File: config.mk
export PLATFORM = sky130hd
export DESIGN_NAME = apsf_core
export DESIGN_NICKNAME = d
export VERILOG_FILES = /design/src/apsf_pkg.sv /design/src/apsf_step.sv /design/src/apsf_acc_bank.sv /design/src/apsf_core.sv
export SDC_FILE = /design/constraint.sdc
export NUM_CORES = 1
export LEC_CHECK = 0
export ABC_AREA = 1
export BUFFER_PORTS_ARGS = -buffer_cell sky130_fd_sc_hd__buf_2
export CAP_MARGIN = 20
export CELL_PAD_IN_SITES_DETAIL_PLACEMENT = 1
export CELL_PAD_IN_SITES_GLOBAL_PLACEMENT = 1
export CORE_MARGIN = 10
export CORE_UTILIZATION = 38
export CTS_BUF_LIST = sky130_fd_sc_hd__clkbuf_16
export DETAILED_ROUTE_END_ITERATION = 12
export PLACE_DENSITY_LB_ADDON = 0.1
export SYNTH_ARGS = -nofsm -noshare
export SYNTH_HDL_FRONTEND = slang
export SYNTH_SLANG_ARGS = --single-unit
File: constraint.sdc
create_clock -name clock -period 2.2 [get_ports clock]
set_input_delay 0.11 -clock clock [delete_from_list [all_inputs] [get_ports clock]]
set_output_delay 0.11 -clock clock [all_outputs]
set_load 0.02 [all_outputs]
File: src/apsf_pkg.sv
package apsf_pkg;
	// Register port geometry
	localparam int ADDR_W = 4;
	localparam int DATA_W = 8;
	localparam int ACC_W = 16;
	localparam int ACC_COUNT = 4;
	localparam int INDEX_W = 2;

	// Register offsets
	localparam logic [3:0] OFF_INDEX = 4'h0;
	localparam logic [3:0] OFF_CTRL = 4'h1;
	localparam logic [3:0] OFF_STATUS = 4'h4;

	// Index step control fields
	localparam int CTRL_WRAP_LO = 0;
	localparam int CTRL_WRAP_HI = 1;
	localparam int CTRL_RSVD_LO = 2;
	localparam int CTRL_RSVD_HI = 5;
	localparam int CTRL_STEP_DOWN = 6;
	localparam int CTRL_WIPE = 7;

	// Status flag fields
	localparam int ST_MATCH = 0;
	localparam int ST_CARRY = 1;
	localparam int ST_SIGNED_WRAP = 2;
	localparam int ST_USER0 = 3;
	localparam int ST_USER1 = 4;
	localparam int ST_RSVD = 5;
	localparam int ST_SIGN = 6;
	localparam int ST_NULL = 7;

	// Reset values
	localparam logic [7:0] CTRL_RST = 8'h00;
	localparam logic [7:0] STATUS_RST = 8'h80;
	localparam logic [1:0] INDEX_RST = 2'h0;
	localparam logic [15:0] ACC_RST = 16'h0000;

	typedef enum logic [1:0] {
		WRAP_NONE = 2'b00,
		WRAP_MOD2 = 2'b01,
		WRAP_MOD4 = 2'b10,
		WRAP_RSVD = 2'b11
	} apsf_wrap_t;
endpackage : apsf_pkg

File: src/apsf_step.sv
`timescale 1ns/1ps
`default_nettype none
module apsf_step
	import apsf_pkg::*;
(
	input wire logic [1:0] index,
	input wire logic [1:0] wrap_size,
	input wire logic step_down,
	output logic [1:0] stepped
);
	always_comb begin
		unique case (apsf_wrap_t'(wrap_size))
			WRAP_NONE: stepped = index;
			// Up or down by one modulo 2 both toggle the low bit only
			WRAP_MOD2: stepped = {index[1], ~index[0]};
			WRAP_MOD4, WRAP_RSVD: stepped = step_down ? index - 2'h1 : index + 2'h1;
		endcase
	end
endmodule : apsf_step
`default_nettype wire

File: src/apsf_acc_bank.sv
`timescale 1ns/1ps
`default_nettype none
module apsf_acc_bank
	import apsf_pkg::*;
#(
	parameter int WIDTH = ACC_W,
	parameter int DEPTH = ACC_COUNT
) (
	input wire logic clock,
	input wire logic nrst,
	input wire logic we,
	input wire logic [$clog2(DEPTH)-1:0] waddr,
	input wire logic [WIDTH-1:0] wdata,
	input wire logic [$clog2(DEPTH)-1:0] raddr,
	output logic [WIDTH-1:0] rdata_q,
	output logic null_q
);
	logic [WIDTH-1:0] mem_q [DEPTH];
	logic [WIDTH-1:0] rd_val;

	genvar gi;
	generate
		for (gi = 0; gi < DEPTH; gi++) begin : g_entry
			always_ff @(posedge clock or negedge nrst) begin
				if (!nrst) begin
					mem_q[gi] <= WIDTH'(ACC_RST);
				end else if (we && waddr == gi) begin
					mem_q[gi] <= wdata;
				end
			end
		end
	endgenerate

	// Write-through so the registered view never lags a fresh result
	always_comb begin
		rd_val = (we && waddr == raddr) ? wdata : mem_q[raddr];
	end

	always_ff @(posedge clock or negedge nrst) begin
		if (!nrst) begin
			rdata_q <= WIDTH'(ACC_RST);
			null_q <= 1'b1;
		end else begin
			rdata_q <= rd_val;
			null_q <= ~|rd_val;
		end
	end
endmodule : apsf_acc_bank
`default_nettype wire

File: src/apsf_core.sv
// Notes on behaviour
// - The 2-bit working index picks which of four accumulators is active.
// - Wrap size 00 leaves the index unchanged after operations; this is the default.
// - Wrap size 01 steps modulo 2; 10 and reserved 11 step modulo 4.
// - Control bits five down to two read as zero.
// - Step down clear with stepping active: index increments after each operation.
// - Step down set with stepping active: index decrements after each operation.
// - Setting the index wipe bit clears the working index to zero.
// - The index wipe bit returns to zero by itself after the clear.
// - A control write setting index wipe suppresses that instruction's automatic step.
// - Status flags load 80h on every reset.
// - Status reads are free; writes change only wrap, match, carry and user bits.
// - Each compare sets match when values are equal, clears it otherwise.
// - Software writing 1 to match sets it.
// - Add-out follows the carry or borrow of the last operation.
// - Software writing 1 to add-out sets it.
// - Null bit is NOR of the active accumulator, following operations and selection.
//
// The address-and-strobe port is this design's own decision.
`timescale 1ns/1ps
`default_nettype none
module apsf_core
	import apsf_pkg::*;
#(
	parameter int AW = ADDR_W,
	parameter int DW = DATA_W,
	parameter int XW = ACC_W
) (
	input wire logic clock,
	input wire logic nrst,
	input wire logic [AW-1:0] reg_addr,
	input wire logic [DW-1:0] reg_wdata,
	input wire logic reg_wr,
	input wire logic reg_rd,
	output logic [DW-1:0] reg_rdata,
	input wire logic op_done,
	input wire logic op_carry,
	input wire logic op_signed_wrap,
	input wire logic cmp_done,
	input wire logic cmp_equal,
	input wire logic acc_wr,
	input wire logic [XW-1:0] acc_wr_data,
	output logic [1:0] working_acc_index,
	output logic [XW-1:0] active_acc,
	output logic match_flag,
	output logic carry_flag,
	output logic null_flag
);
	logic [1:0] index_q;
	logic [1:0] index_d;
	logic [1:0] stepped;
	logic [1:0] wrap_size_q;
	logic step_down_q;
	logic index_wipe_q;
	logic match_q;
	logic carry_q;
	logic signed_wrap_q;
	logic user_bit_0_q;
	logic user_bit_1_q;
	logic [DW-1:0] reg_rdata_q;
	logic [XW-1:0] bank_rdata;
	logic bank_null;

	logic index_wr;
	logic ctrl_wr;
	logic status_wr;
	logic wipe_req;
	logic [DW-1:0] ctrl_view;
	logic [DW-1:0] status_view;

	always_comb begin
		index_wr = reg_wr && reg_addr == OFF_INDEX;
		ctrl_wr = reg_wr && reg_addr == OFF_CTRL;
		status_wr = reg_wr && reg_addr == OFF_STATUS;
		wipe_req = ctrl_wr && reg_wdata[CTRL_WIPE];
	end

	// Next step of the working index under the current wrap setting
	apsf_step u_step (
		.index(index_q),
		.wrap_size(wrap_size_q),
		.step_down(step_down_q),
		.stepped(stepped)
	);

	// Wipe first, then a direct index write, then the automatic step
	always_comb begin
		if (wipe_req) begin
			index_d = INDEX_RST;
		end else if (index_wr) begin
			index_d = reg_wdata[1:0];
		end else if (op_done) begin
			index_d = stepped;
		end else begin
			index_d = index_q;
		end
	end

	always_ff @(posedge clock or negedge nrst) begin
		if (!nrst) begin
			index_q <= INDEX_RST;
		end else begin
			index_q <= index_d;
		end
	end

	// Reading with the next index keeps the active view aligned with index_q
	apsf_acc_bank #(
		.WIDTH(XW),
		.DEPTH(ACC_COUNT)
	) u_bank (
		.clock(clock),
		.nrst(nrst),
		.we(acc_wr),
		.waddr(index_q),
		.wdata(acc_wr_data),
		.raddr(index_d),
		.rdata_q(bank_rdata),
		.null_q(bank_null)
	);

	// Index step control
	always_ff @(posedge clock or negedge nrst) begin
		if (!nrst) begin
			wrap_size_q <= CTRL_RST[CTRL_WRAP_HI:CTRL_WRAP_LO];
			step_down_q <= CTRL_RST[CTRL_STEP_DOWN];
		end else if (ctrl_wr) begin
			wrap_size_q <= reg_wdata[CTRL_WRAP_HI:CTRL_WRAP_LO];
			step_down_q <= reg_wdata[CTRL_STEP_DOWN];
		end
	end

	// Wipe bit is visible for one cycle only, then drops by itself
	always_ff @(posedge clock or negedge nrst) begin
		if (!nrst) begin
			index_wipe_q <= CTRL_RST[CTRL_WIPE];
		end else begin
			index_wipe_q <= wipe_req;
		end
	end

	// Match flag: a compare beats a software write in the same cycle
	always_ff @(posedge clock or negedge nrst) begin
		if (!nrst) begin
			match_q <= STATUS_RST[ST_MATCH];
		end else if (cmp_done) begin
			match_q <= cmp_equal;
		end else if (status_wr) begin
			match_q <= reg_wdata[ST_MATCH];
		end
	end

	// Carry and signed wrap follow operations, which beat software writes
	always_ff @(posedge clock or negedge nrst) begin
		if (!nrst) begin
			carry_q <= STATUS_RST[ST_CARRY];
			signed_wrap_q <= STATUS_RST[ST_SIGNED_WRAP];
		end else if (op_done) begin
			carry_q <= op_carry;
			signed_wrap_q <= op_signed_wrap;
		end else if (status_wr) begin
			carry_q <= reg_wdata[ST_CARRY];
			signed_wrap_q <= reg_wdata[ST_SIGNED_WRAP];
		end
	end

	// User bits are software-only
	always_ff @(posedge clock or negedge nrst) begin
		if (!nrst) begin
			user_bit_0_q <= STATUS_RST[ST_USER0];
			user_bit_1_q <= STATUS_RST[ST_USER1];
		end else if (status_wr) begin
			user_bit_0_q <= reg_wdata[ST_USER0];
			user_bit_1_q <= reg_wdata[ST_USER1];
		end
	end

	always_comb begin
		ctrl_view = '0;
		ctrl_view[CTRL_WRAP_HI:CTRL_WRAP_LO] = wrap_size_q;
		ctrl_view[CTRL_RSVD_HI:CTRL_RSVD_LO] = 4'h0;
		ctrl_view[CTRL_STEP_DOWN] = step_down_q;
		ctrl_view[CTRL_WIPE] = index_wipe_q;
	end

	// Sign and null come from the active accumulator, never from writes
	always_comb begin
		status_view = '0;
		status_view[ST_MATCH] = match_q;
		status_view[ST_CARRY] = carry_q;
		status_view[ST_SIGNED_WRAP] = signed_wrap_q;
		status_view[ST_USER0] = user_bit_0_q;
		status_view[ST_USER1] = user_bit_1_q;
		status_view[ST_RSVD] = 1'b0;
		status_view[ST_SIGN] = bank_rdata[XW-1];
		status_view[ST_NULL] = bank_null;
	end

	// Read data stand for one cycle after the strobe, zero otherwise
	always_ff @(posedge clock or negedge nrst) begin
		if (!nrst) begin
			reg_rdata_q <= '0;
		end else if (reg_rd) begin
			unique case (reg_addr)
				OFF_INDEX: reg_rdata_q <= {{(DW-2){1'b0}}, index_q};
				OFF_CTRL: reg_rdata_q <= ctrl_view;
				OFF_STATUS: reg_rdata_q <= status_view;
				default: reg_rdata_q <= '0;
			endcase
		end else begin
			reg_rdata_q <= '0;
		end
	end

	assign reg_rdata = reg_rdata_q;
	assign working_acc_index = index_q;
	assign active_acc = bank_rdata;
	assign match_flag = match_q;
	assign carry_flag = carry_q;
	assign null_flag = bank_null;

	logic plain_step;
	assign plain_step = op_done && !wipe_req && !index_wr;
endmodule : apsf_core
`default_nettype wire

==> impl_metrics.env <==
export IMPL_power_switching_uw=3790
export IMPL_wire_per_inst_um=16.7
export IMPL_min_delay_path_class="primary input to flop"
export IMPL_start_util_pct=38.7
export IMPL_core_area_um2=12000
export IMPL_root_buffer="clkbuf_16"
export IMPL_die_area_um2=17100
export IMPL_path_common_cell="nand2_1"
export IMPL_p_int_uw=5220
export IMPL_yosys_area_top_type="dfrtp_1"
export IMPL_fmaxAchievable_mhz=474
export IMPL_crit_start="working_acc_index[0]$_DFF_PN0_"
export IMPL_wirelength_mm=13.6
export IMPL_die_y_um=131
export IMPL_grt_max_degree=41
export IMPL_cp_slowest_stage_delay_ns=0.41
export IMPL_grt_pass1_vias=4333
export IMPL_cp_start_kind="flop"
export IMPL_gp_congestion=0.775
export IMPL_areaGrowthSynthToFinish_pct=26.8
export IMPL_cts_buffers=9
export IMPL_layout_nets=705
export IMPL_die_w_um=131
export IMPL_ant_nets=0
export IMPL_status="complete, no violations"
export IMPL_io_pins=67
export IMPL_first_pass_iters=4
export IMPL_setup_viol=0
export IMPL_combPwrFrac_pct=51.5
export IMPL_cap_violations=0
export IMPL_r2r_start="working_acc_index[0]$_DFF_PN0_"
export IMPL_netlist_instances=562
export IMPL_cts_buffer_depth=2
export IMPL_worst_path_max_delay_cell="dfrtp_2"
export IMPL_tns_ns=0
export IMPL_skew_ns=0.00478
export IMPL_final_util_pct=49.1
export IMPL_synth_seq_cells=99
export IMPL_switching_share_pct=42.1
export IMPL_pwr_share_clk_pct=15.9
export IMPL_power_leakage_uw=0.00309
export IMPL_fin_crit_ns=2.11
export IMPL_p_per_area_nw_per_um2=1530
export IMPL_first_iter_violations=174
export IMPL_cp_end_kind="flop"
export IMPL_total_power_uw=9010
export IMPL_required_ns=2.49
export IMPL_setup_slack_ns=0.0908
export IMPL_htreeDepth=3
export IMPL_period_share_pct=95.9
export IMPL_rows=40
export IMPL_worst_path_buf_inv=2
export IMPL_drc=0
export IMPL_path_delay_family="simple AND/OR/NAND/NOR gates"
export IMPL_ys_types=30
export IMPL_clk_pin_slew_ns=0.07
export IMPL_drive_gt1_share_pct=26.3
export IMPL_ys_warn_count=0
export IMPL_num_vias=4092
export IMPL_rsz0062_at_grt="yes"
export IMPL_crit_chain="inv_2 > ha_4 > nand2_1 > nand3_2 > nand3_2 > nand3_4 > a21boi_4 > buf_6 > nand3_1 > nand2_1 > nand2_2 > nor2_4 > nand2_1 > nor2_1"
export IMPL_syn_num_nets=604
export IMPL_clkSinkCount=99
export IMPL_cts_tree="yes"
export IMPL_syn_area_um2=4650
export IMPL_portBuffers=64
export IMPL_cp_arrival_ns=2.39
export IMPL_grt_usage_pct=16.7
export IMPL_p_seq_share_pct=32.5
export IMPL_grt_pass1_wl_mm=22.2
export IMPL_netlist_top_cells_area="dfrtp_1 (53%), nand2_1 (17%), o21ai_0 (7.3%)"
export IMPL_ir_worst_vdd_mv=0.607
export IMPL_syn_area_per_cell_um2=8.27
export IMPL_finalMaxSlewViolations=0
export IMPL_dpl_worst_slack_ns=-0.0138
export IMPL_clk_latency_ns=0.35
export IMPL_crit_path_max_fanout=6
export IMPL_via_per_inst=5.02
export IMPL_antenna_found_initial=0
export IMPL_post_dp_hpwl_mm=9.18
export IMPL_n_antenna_cell=0
export IMPL_synth_top_area_share_pct=52.7
export IMPL_ys_seq_area_share_pct=53.3
export IMPL_hold_viol_final=0
export IMPL_grt_ovfl_total=0
export IMPL_crit_type="flop to flop"
export IMPL_min_from="reg_wdata[3]"
## flip-flops by register name (all words and copies together) (netlist names), 2 cells and up
name               cells
reg_rdata              7
u_bank.mem_q          64
u_bank.rdata_q        16
working_acc_index      2
wrap_size_q            2
## Yosys cell counts, drive strengths merged
cell,number
a21boi,1
a21oi,8
buf,13
clkbuf,12
conb,1
dfrtp,98
dfstp,1
ha,4
inv,51
mux2,1
nand2,215
nand3,56
nand4,11
nor2,19
nor4,1
o21a,1
o21ai,69
## worst reg2reg max path, cell delays in order, from the launching register on
cell	delay (ns)
dfrtp_2	0.41
inv_2	0.10
ha_4	0.21
nand2_1	0.07
nand3_2	0.08
nand3_2	0.09
nand3_4	0.11
a21boi_4	0.30
buf_6	0.18
nand3_1	0.08
nand2_1	0.10
nand2_2	0.07
nor2_4	0.08
nand2_1	0.06
nor2_1	0.10
## path summary, 6_finish.rpt
| path | cells after the start | slack [ns] | to |
|---|---|---|---|
| max | 14 | 0.09 | u_bank.null_q$_DFF_PN1_ |
| min | 3 | 0.02 | user_bit_0_q$_DFFE_PN0P_ |
| max reg2reg | 14 | 0.09 | u_bank.null_q$_DFF_PN1_ |
| min reg2reg | 2 | 0.48 | u_bank.mem_q[24]$_DFFE_PN0P_ |
| max in group asynchronous | 3 | 1.20 | u_bank.mem_q[40]$_DFFE_PN0P_ |
| min in group asynchronous | 2 | 0.27 | carry_flag$_DFFE_PN0P_ |
## area by class of cell
type,instances,area (µm²)
clock inverter,7,37.5
tap,147,184
timing repair buffer,115,812
inverter,51,196
sequential,99,2480
multi-input combinational,387,1960
clock buffer,9,225
fill,1457,6120
## repair_timing
action                                 in CTS  in global routing
setup endpoints to repair                   1                  1
buffers inserted                            0                 12
cloned                                      0                  1
pin swaps                                   0                 30
gates resized for setup                     1                 40
hold buffers                                5                  0
endpoints found under the hold margin      38                  0
## metrics by stage
| step | area [µm²] | instances | hold slack (ns) |
|---|---|---|---|
| after global routing | 5890 | 815 | 0.0354 |
| final | 5890 | 815 | 0.0235 |
| after detailed placement | 5310 | 781 | 0.108 |
| after global placement | 5310 | 781 | 0.105 |
| after CTS | 5630 | 802 | 0.0160 |
| after floorplan | 4650 | 562 | -0.186 |
## layer usage
metal  track usage [%]  wire length [µm]
met3              3.18               541
met1              20.6              6270
met5                 0                 0
met2              28.3              6590
met4              5.95               244
## cell families (layout without fill, tap and decap cells)
family	count (synthesis)	in the layout	synth area share, %
compound gates	79	79	8.85
fa+ha+maj	4	4	1.08
buf+inv	76	182	7.18
flops	99	99	53.3
mux	1	1	0.242
other cells	1	1	0.0807
simple gates	302	302	29.3
## placed cells by master (no fill, tap or decap), types with 9 or more instances in the layout
cell type,n
buf_4,35
nand3_1,43
nand2_1,196
clkbuf_16,10
buf_2,63
o21ai_0,68
nand4_1,9
dfrtp_1,96
inv_1,48
nor2_1,12
nand2_2,17
nand3_2,11
## power by group through the flow
stage	registers [µW]	logic (µW)	clock network, µW
after detailed placement	2950	3990	0
after global routing	3030	5230	1550
after CTS	2930	4050	1470
final	2930	4640	1440
after floorplan	3130	2290	0
after global placement	2920	3880	0
Note: power is estimated with default switching activity, not from simulation.
